==> src/inc/dsc_defines.vh <==
// constants for the deep-sleep clock gating control block
`ifndef DSC_DEFINES_VH
`define DSC_DEFINES_VH

`define DSC_SYSCTL_BASE 32'h400fe000
`define DSC_BASE_MASK 32'hfffff000
`define DSC_OFF_MASK 32'h00000ffc

`define DSC_OFF_RUN_CLOCK_CONFIG 32'h00000060
`define DSC_OFF_RUN_GATE 32'h00000108
`define DSC_OFF_SLEEP_GATE 32'h00000118
`define DSC_OFF_DEEP_SLEEP_GATE 32'h00000128
`define DSC_OFF_FAULT_STATUS 32'h00000190
`define DSC_OFF_FAULT_MASK 32'h00000194

`define DSC_BIT_PORT_A 0
`define DSC_BIT_PORT_G 6
`define DSC_BIT_MAC 28
`define DSC_BIT_PHY 30
`define DSC_BIT_ACG 27

`define DSC_NUM_UNITS 9
`define DSC_UNIT_MAC 7
`define DSC_UNIT_PHY 8

`define DSC_GATE_WMASK 32'h5000007f
`define DSC_ACG_WMASK 32'h08000000
`define DSC_FAULT_WMASK 32'h000001ff

`define DSC_GATE_RESET 32'h00000000
`define DSC_ACG_RESET 1'b0
`define DSC_FAULT_RESET 9'h000

`endif

==> src/rtl/dsc_clk_gate.v <==
// glitch-free clock gate cell for one controlled unit
`timescale 1ns/1ps
`default_nettype none

module dsc_clk_gate (
  input wire clk_i,
  input wire sys_rst_i,
  input wire en_i,
  output wire gclk_o
);

  reg en_low_ff;

  // enable captured on the falling clock edge, so the and-gate never chops a high phase
  always @(negedge clk_i or posedge sys_rst_i) begin
    if (sys_rst_i) begin
      en_low_ff <= 1'b0;
    end else begin
      en_low_ff <= en_i;
    end
  end

  assign gclk_o = clk_i & en_low_ff;

endmodule // dsc_clk_gate

`default_nettype wire

==> src/rtl/dsc_gate_ctrl.v <==
// deep-sleep clock gating control with run and sleep gating, wishbone registers
//
// Decided for this implementation: the Wishbone register port.
`timescale 1ns/1ps
`default_nettype none
`include "dsc_defines.vh"

module dsc_gate_ctrl #(
  parameter NUM_UNITS = `DSC_NUM_UNITS
) (
  input wire clk_i,
  input wire sys_rst_i,
  // wishbone classic slave
  input wire wb_cyc_i,
  input wire wb_stb_i,
  input wire wb_we_i,
  input wire [31:0] wb_adr_i,
  input wire [3:0] wb_sel_i,
  input wire [31:0] wb_dat_i,
  output wire [31:0] wb_dat_o,
  output wire wb_ack_o,
  // power state from the processor, same clock domain
  input wire sleep_i,
  input wire deep_sleep_i,
  // one access request pulse per unit from the system bus decoder
  input wire [NUM_UNITS-1:0] unit_acc_i,
  output wire [NUM_UNITS-1:0] unit_acc_ok_o,
  output wire bus_fault_o,
  // gated clocks and their enables
  output wire [NUM_UNITS-1:0] unit_clk_o,
  output wire [NUM_UNITS-1:0] unit_clk_en_o,
  output wire irq_o
);

  reg [31:0] run_gate_reg_ff;
  reg [31:0] sleep_gate_reg_ff;
  reg [31:0] deep_sleep_gate_reg_ff;
  reg auto_clock_gating_select_ff;
  reg [NUM_UNITS-1:0] fault_status_ff;
  reg [NUM_UNITS-1:0] fault_mask_ff;
  reg [NUM_UNITS-1:0] clk_en_ff;
  reg [NUM_UNITS-1:0] acc_ok_ff;
  reg bus_fault_ff;
  reg irq_ff;
  reg ack_ff;
  reg [31:0] dat_ff;

  reg [31:0] nxt_dat;
  reg [31:0] active_gate;
  reg [NUM_UNITS-1:0] nxt_clk_en;
  reg [NUM_UNITS-1:0] nxt_status;

  wire [31:0] byte_mask;
  wire [31:0] offset;
  wire in_block;
  wire req;
  wire wr;
  wire [NUM_UNITS-1:0] fault_clr;
  wire [NUM_UNITS-1:0] fault_hit;

  assign byte_mask = {{8{wb_sel_i[3]}}, {8{wb_sel_i[2]}}, {8{wb_sel_i[1]}}, {8{wb_sel_i[0]}}};
  assign in_block = ((wb_adr_i & `DSC_BASE_MASK) == `DSC_SYSCTL_BASE);
  assign offset = wb_adr_i & `DSC_OFF_MASK;
  // one ack per request; ack drops the cycle after it is given
  assign req = wb_cyc_i & wb_stb_i & ~ack_ff;
  assign wr = req & wb_we_i & in_block;

  // merge masked write data; reserved bits never stored
  function [31:0] wmerge;
    input [31:0] old_val;
    input [31:0] new_val;
    input [31:0] bmask;
    input [31:0] fmask;
    begin
      wmerge = ((old_val & ~bmask) | (new_val & bmask)) & fmask;
    end
  endfunction

  // gating registers; writes land at the ack edge
  always @(posedge clk_i or posedge sys_rst_i) begin
    if (sys_rst_i) begin
      run_gate_reg_ff <= `DSC_GATE_RESET;
      sleep_gate_reg_ff <= `DSC_GATE_RESET;
      deep_sleep_gate_reg_ff <= `DSC_GATE_RESET;
      auto_clock_gating_select_ff <= `DSC_ACG_RESET;
    end else if (wr) begin
      if (offset == `DSC_OFF_RUN_GATE) begin
        run_gate_reg_ff <= wmerge(run_gate_reg_ff, wb_dat_i, byte_mask, `DSC_GATE_WMASK);
      end
      if (offset == `DSC_OFF_SLEEP_GATE) begin
        sleep_gate_reg_ff <= wmerge(sleep_gate_reg_ff, wb_dat_i, byte_mask, `DSC_GATE_WMASK);
      end
      if (offset == `DSC_OFF_DEEP_SLEEP_GATE) begin
        deep_sleep_gate_reg_ff <= wmerge(deep_sleep_gate_reg_ff, wb_dat_i, byte_mask,
                                         `DSC_GATE_WMASK);
      end
      if (offset == `DSC_OFF_RUN_CLOCK_CONFIG && wb_sel_i[3]) begin
        auto_clock_gating_select_ff <= wb_dat_i[`DSC_BIT_ACG];
      end
    end
  end

  // which register governs the clocks now
  always @* begin
    active_gate = run_gate_reg_ff;
    if (auto_clock_gating_select_ff) begin
      if (deep_sleep_i) begin
        active_gate = deep_sleep_gate_reg_ff;
      end else if (sleep_i) begin
        active_gate = sleep_gate_reg_ff;
      end
    end
  end

  // map register bits onto unit order: ports a..g, mac, phy
  always @* begin
    nxt_clk_en = {NUM_UNITS{1'b0}};
    nxt_clk_en[`DSC_BIT_PORT_G:`DSC_BIT_PORT_A] =
      active_gate[`DSC_BIT_PORT_G:`DSC_BIT_PORT_A];
    nxt_clk_en[`DSC_UNIT_MAC] = active_gate[`DSC_BIT_MAC];
    nxt_clk_en[`DSC_UNIT_PHY] = active_gate[`DSC_BIT_PHY];
  end

  // registered enable: takes effect one edge after the write edge
  always @(posedge clk_i or posedge sys_rst_i) begin
    if (sys_rst_i) begin
      clk_en_ff <= {NUM_UNITS{1'b0}};
    end else begin
      clk_en_ff <= nxt_clk_en;
    end
  end

  genvar gi;
  generate
    for (gi = 0; gi < NUM_UNITS; gi = gi + 1) begin : g_gate
      dsc_clk_gate u_gate (
        .clk_i(clk_i),
        .sys_rst_i(sys_rst_i),
        .en_i(clk_en_ff[gi]),
        .gclk_o(unit_clk_o[gi])
      );
    end
  endgenerate

  // unit access check against the current enable
  assign fault_hit = unit_acc_i & ~clk_en_ff;

  always @(posedge clk_i or posedge sys_rst_i) begin
    if (sys_rst_i) begin
      acc_ok_ff <= {NUM_UNITS{1'b0}};
      bus_fault_ff <= 1'b0;
    end else begin
      acc_ok_ff <= unit_acc_i & clk_en_ff;
      bus_fault_ff <= |fault_hit;
    end
  end

  // fault status: write one to clear, a new fault in the same cycle wins
  assign fault_clr = (wr && offset == `DSC_OFF_FAULT_STATUS) ?
                     (wb_dat_i[NUM_UNITS-1:0] & byte_mask[NUM_UNITS-1:0]) :
                     {NUM_UNITS{1'b0}};

  always @* begin
    nxt_status = (fault_status_ff & ~fault_clr) | fault_hit;
  end

  always @(posedge clk_i or posedge sys_rst_i) begin
    if (sys_rst_i) begin
      fault_status_ff <= `DSC_FAULT_RESET;
      fault_mask_ff <= `DSC_FAULT_RESET;
      irq_ff <= 1'b0;
    end else begin
      fault_status_ff <= nxt_status;
      if (wr && offset == `DSC_OFF_FAULT_MASK) begin
        fault_mask_ff <= (fault_mask_ff & ~byte_mask[NUM_UNITS-1:0]) |
                         (wb_dat_i[NUM_UNITS-1:0] & byte_mask[NUM_UNITS-1:0]);
      end
      irq_ff <= |(nxt_status & fault_mask_ff);
    end
  end

  // read mux; unmapped offsets and foreign bases read zero but still ack
  always @* begin
    nxt_dat = 32'h00000000;
    if (in_block && !wb_we_i) begin
      case (offset)
        `DSC_OFF_RUN_GATE: begin
          nxt_dat = run_gate_reg_ff;
        end
        `DSC_OFF_SLEEP_GATE: begin
          nxt_dat = sleep_gate_reg_ff;
        end
        `DSC_OFF_DEEP_SLEEP_GATE: begin
          nxt_dat = deep_sleep_gate_reg_ff & `DSC_GATE_WMASK;
        end
        `DSC_OFF_RUN_CLOCK_CONFIG: begin
          nxt_dat[`DSC_BIT_ACG] = auto_clock_gating_select_ff;
        end
        `DSC_OFF_FAULT_STATUS: begin
          nxt_dat[NUM_UNITS-1:0] = fault_status_ff;
        end
        `DSC_OFF_FAULT_MASK: begin
          nxt_dat[NUM_UNITS-1:0] = fault_mask_ff;
        end
        default: begin
          nxt_dat = 32'h00000000;
        end
      endcase
    end
  end

  always @(posedge clk_i or posedge sys_rst_i) begin
    if (sys_rst_i) begin
      ack_ff <= 1'b0;
      dat_ff <= 32'h00000000;
    end else begin
      ack_ff <= req;
      if (req) begin
        dat_ff <= nxt_dat;
      end
    end
  end

  assign wb_ack_o = ack_ff;
  assign wb_dat_o = dat_ff;
  assign unit_acc_ok_o = acc_ok_ff;
  assign bus_fault_o = bus_fault_ff;
  assign unit_clk_en_o = clk_en_ff;
  assign irq_o = irq_ff;

endmodule // dsc_gate_ctrl

`default_nettype wire

==> config.mk <==
export PLATFORM = sky130hd
export DESIGN_NAME = dsc_gate_ctrl
export DESIGN_NICKNAME = d
export VERILOG_FILES = /design/src/rtl/dsc_clk_gate.v /design/src/rtl/dsc_gate_ctrl.v
export VERILOG_INCLUDE_DIRS = /design/src /design/src/inc
export SDC_FILE = /design/constraint.sdc
export NUM_CORES = 1
export LEC_CHECK = 0
export BUFFER_PORTS_ARGS = -buffer_cell sky130_fd_sc_hd__buf_4
export CAP_MARGIN = 20
export CORE_UTILIZATION = 54
export DETAILED_ROUTE_END_ITERATION = 10
export HOLD_SLACK_MARGIN = 0.02
export PLACE_DENSITY = 0.88
export SLEW_MARGIN = 20
export SYNTH_ARGS = -nofsm -noshare
export SYNTH_HDL_FRONTEND = slang
export SYNTH_SLANG_ARGS = --single-unit
==> constraint.sdc <==
create_clock -name clk_i -period 5.85 [get_ports clk_i]
set_input_delay 0.2925 -clock clk_i [delete_from_list [all_inputs] [get_ports clk_i]]
set_output_delay 0.2925 -clock clk_i [all_outputs]
set_load 0.005 [all_outputs]
==> run_results.csv <==
group,metric,value,unit
min_path,holdCritPathClass,"input port to async pin",
grt,grt_use_total,0.2561,
grt,gr-total-overflow,0,
synthesis,synth.area.top_cells,"dfrtp_1 46%, mux2_2 9.6%, buf_4 6.8%",
detailed_routing,wirelength,10.16,mm
synthesis,netlist.area_leader.share,0.4565,
synthesis,synth_top_cell_by_area,"dfrtp_1",
floorplan,io_pins,146,
grt,antenna_found_initial,1,
sta,rsz0062_at_grt,"false",
floorplan,die_y,91.55,um
detailed_routing,highest_layer,"met5",
floorplan,core,0.007727,mm^2
clocking,hold_buffers,0,
critical_path,worstPathMaxFanout,1,
status,outcome,"finished, final reports clean",
synthesis,synth_area,0.004330,mm^2
sta,timing.slew.headroom,0.3236,
clocking,cts_tree,"yes",
sta,tightest_slew,1012,ps
grt,grt_max_degree,56,
placement,dpl_cell_area,0.004969,mm^2
power,ir_worst_vdd,0.0001079,V
finish,multi_input_area,0.001834,mm^2
job,maxCapViolCount,0,
sta,whs,15.24,ps
finish,num_antenna_cells,0,
synthesis,synthArstFlopShare,1.000,
synthesis,synth_warnings,0,
finish,syn_to_final_growth,19.88,%
power,total_leakage_power,2.539,nW
clocking,clk_pin_slew,80,ps
placement,pre_cts_ws,1932,ps
critical_path,worstSetupEndpointType,"primary output",
sta,setup_tns,0,ps
placement,finalWeightedCongestion,0.8633,
critical_path,startpoint_type,"register",
placement,port_buffers,102,
detailed_routing,num_vias,3314,
detailed_routing,viasPerCell,5.724,
sta,hold_viol,0,
finish,nets,557,
sta,finClkSkew,2.612,ps
grt,grt_pass1_vias,3383,
floorplan,initial_utilization,0.5604,
clocking,clk_latency,450,ps
synthesis,yosysSeqAreaShare,0.5085,
synthesis,syn_avg_cell_area,11.22,um^2
detailed_routing,dr_wl_met2,5.064,mm
power,p_total,0.001153,W
placement,dp_hpwl,7.362,mm
finish,final.fill_count,557,
synthesis,ys_types,42,
finish,design_area,0.005191,mm^2
finish,drive_gt1_frac,0.3648,
synthesis,yosysMostFrequentCell,"dfrtp_1",
critical_path,path_class,"register to primary output",
detailed_routing,first_pass_iters,4,
synthesis,yosys-top-cells-count,"79 x dfrtp_1, 39 x buf_4, 37 x mux2_2, 27 x nand2_1",
floorplan,rows,32,
clocking,cts_resized,0,
detailed_routing,antenna_left,0,
synthesis,synth_enable_flop_cells,0,
clocking,postCtsSetupBuffers,0,
floorplan,die_x,91.55,um
detailed_routing,drc,0,
synthesis,synth_ff_type,"dfrtp_1",
detailed_routing,wirelength_met1,3.998,mm
sta,drv_slew,0,
detailed_routing,drtIter0Drc,161,
detailed_routing,route.met3.wl,773,um
detailed_routing,wl_per_cell,17.55,um
power,power_density,222.1,mW/mm^2
finish,final-seq-area,0.002202,mm^2
synthesis,netlist_instances,386,
floorplan,dieArea,0.008381,mm^2
sta,setup_violations,0,
critical_path,critPathArrivalTime,3970,ps
synthesis,ys_ff_latch,88,
critical_path,crit_required,5560,ps
grt,grt_pass1_wl,16.17,mm
sta,finalWorstSetupSlack,1584,ps
## final timing paths
path                                             from                         end  slack, ps  cells after the start
min in group clk_i                      unit_acc_i[3]            unit_acc_ok_o[3]         50                      2
min reg2reg                              wb_dat_o[28]                wb_dat_o[28]        500                      2
max                        g_gate[3].u_gate.en_low_ff               unit_clk_o[3]       1580                      2
max in group asynchronous                   sys_rst_i  g_gate[7].u_gate.en_low_ff       2470                      2
min                                         sys_rst_i            unit_clk_en_o[2]         20                      2
max reg2reg                          unit_clk_en_o[1]  g_gate[1].u_gate.en_low_ff       2340                      0
## per-stage QoR
| step | cells | util |
|---|---|---|
| after global routing | 579 | 0.6718 |
| final | 579 | 0.6718 |
| after global placement | 560 | 0.6430 |
| after floorplan | 405 | - |
| after CTS | 579 | 0.6718 |
| after detailed placement | 560 | 0.6430 |
## logic make-up after synthesis
| kind of cell | after synthesis | share of synthesized area |
|---|---|---|
| AND/OR/NAND/NOR | 116 | 0.1595 |
| flip-flops | 88 | 0.5085 |
| AO/OA/AOI/OAI | 68 | 0.1089 |
| buffers and inverters | 58 | 0.08437 |
| multiplexers | 55 | 0.1378 |
| other | 1 | 0.0008660 |
## power breakdown
group / switching (W) / internal, W
combinational: 0.0000494 / 0.0000364
sequential: 0.000000187 / 0.000608
clock: 0.000225 / 0.000234
## worst max-delay path, stage by stage (launching register included)
cell,delay [ps]
dfrtn_1,380
and2_1,120
buf_4,100
## placed cells by master, fill, tap and decap left out, types with 3 or more instances in the layout
master,count
a21o_1,4
a21oi_1,10
a22o_1,18
a31oi_1,5
a41oi_1,4
and2_1,18
buf_4,103
clkbuf_8,15
conb_1,20
dfrtn_1,9
dfrtp_1,79
inv_1,7
mux2_2,37
mux2i_1,18
nand2_1,27
nand3_1,3
nand4_1,7
nor2_1,18
nor2_2,3
nor2b_1,15
nor3_1,3
nor4_1,6
o21ai_0,17
o22a_1,7
## metal layers
metal | up-vias | GRT usage
li1 | 1489 | -
met4 | 2 | 0.1653
met3 | 30 | 0.06616
met5 | - | 0
met2 | 193 | 0.4160
met1 | 1600 | 0.3006
## layout make-up
cell class,instances,area share
inverter,8,0.006026
tap,102,0.02458
multi-input combinational,259,0.3533
clock inverter,2,0.001687
timing repair buffer,94,0.1359
sequential,88,0.4242
clock buffer,26,0.05423
Note: power is estimated with default switching activity, not from simulation.
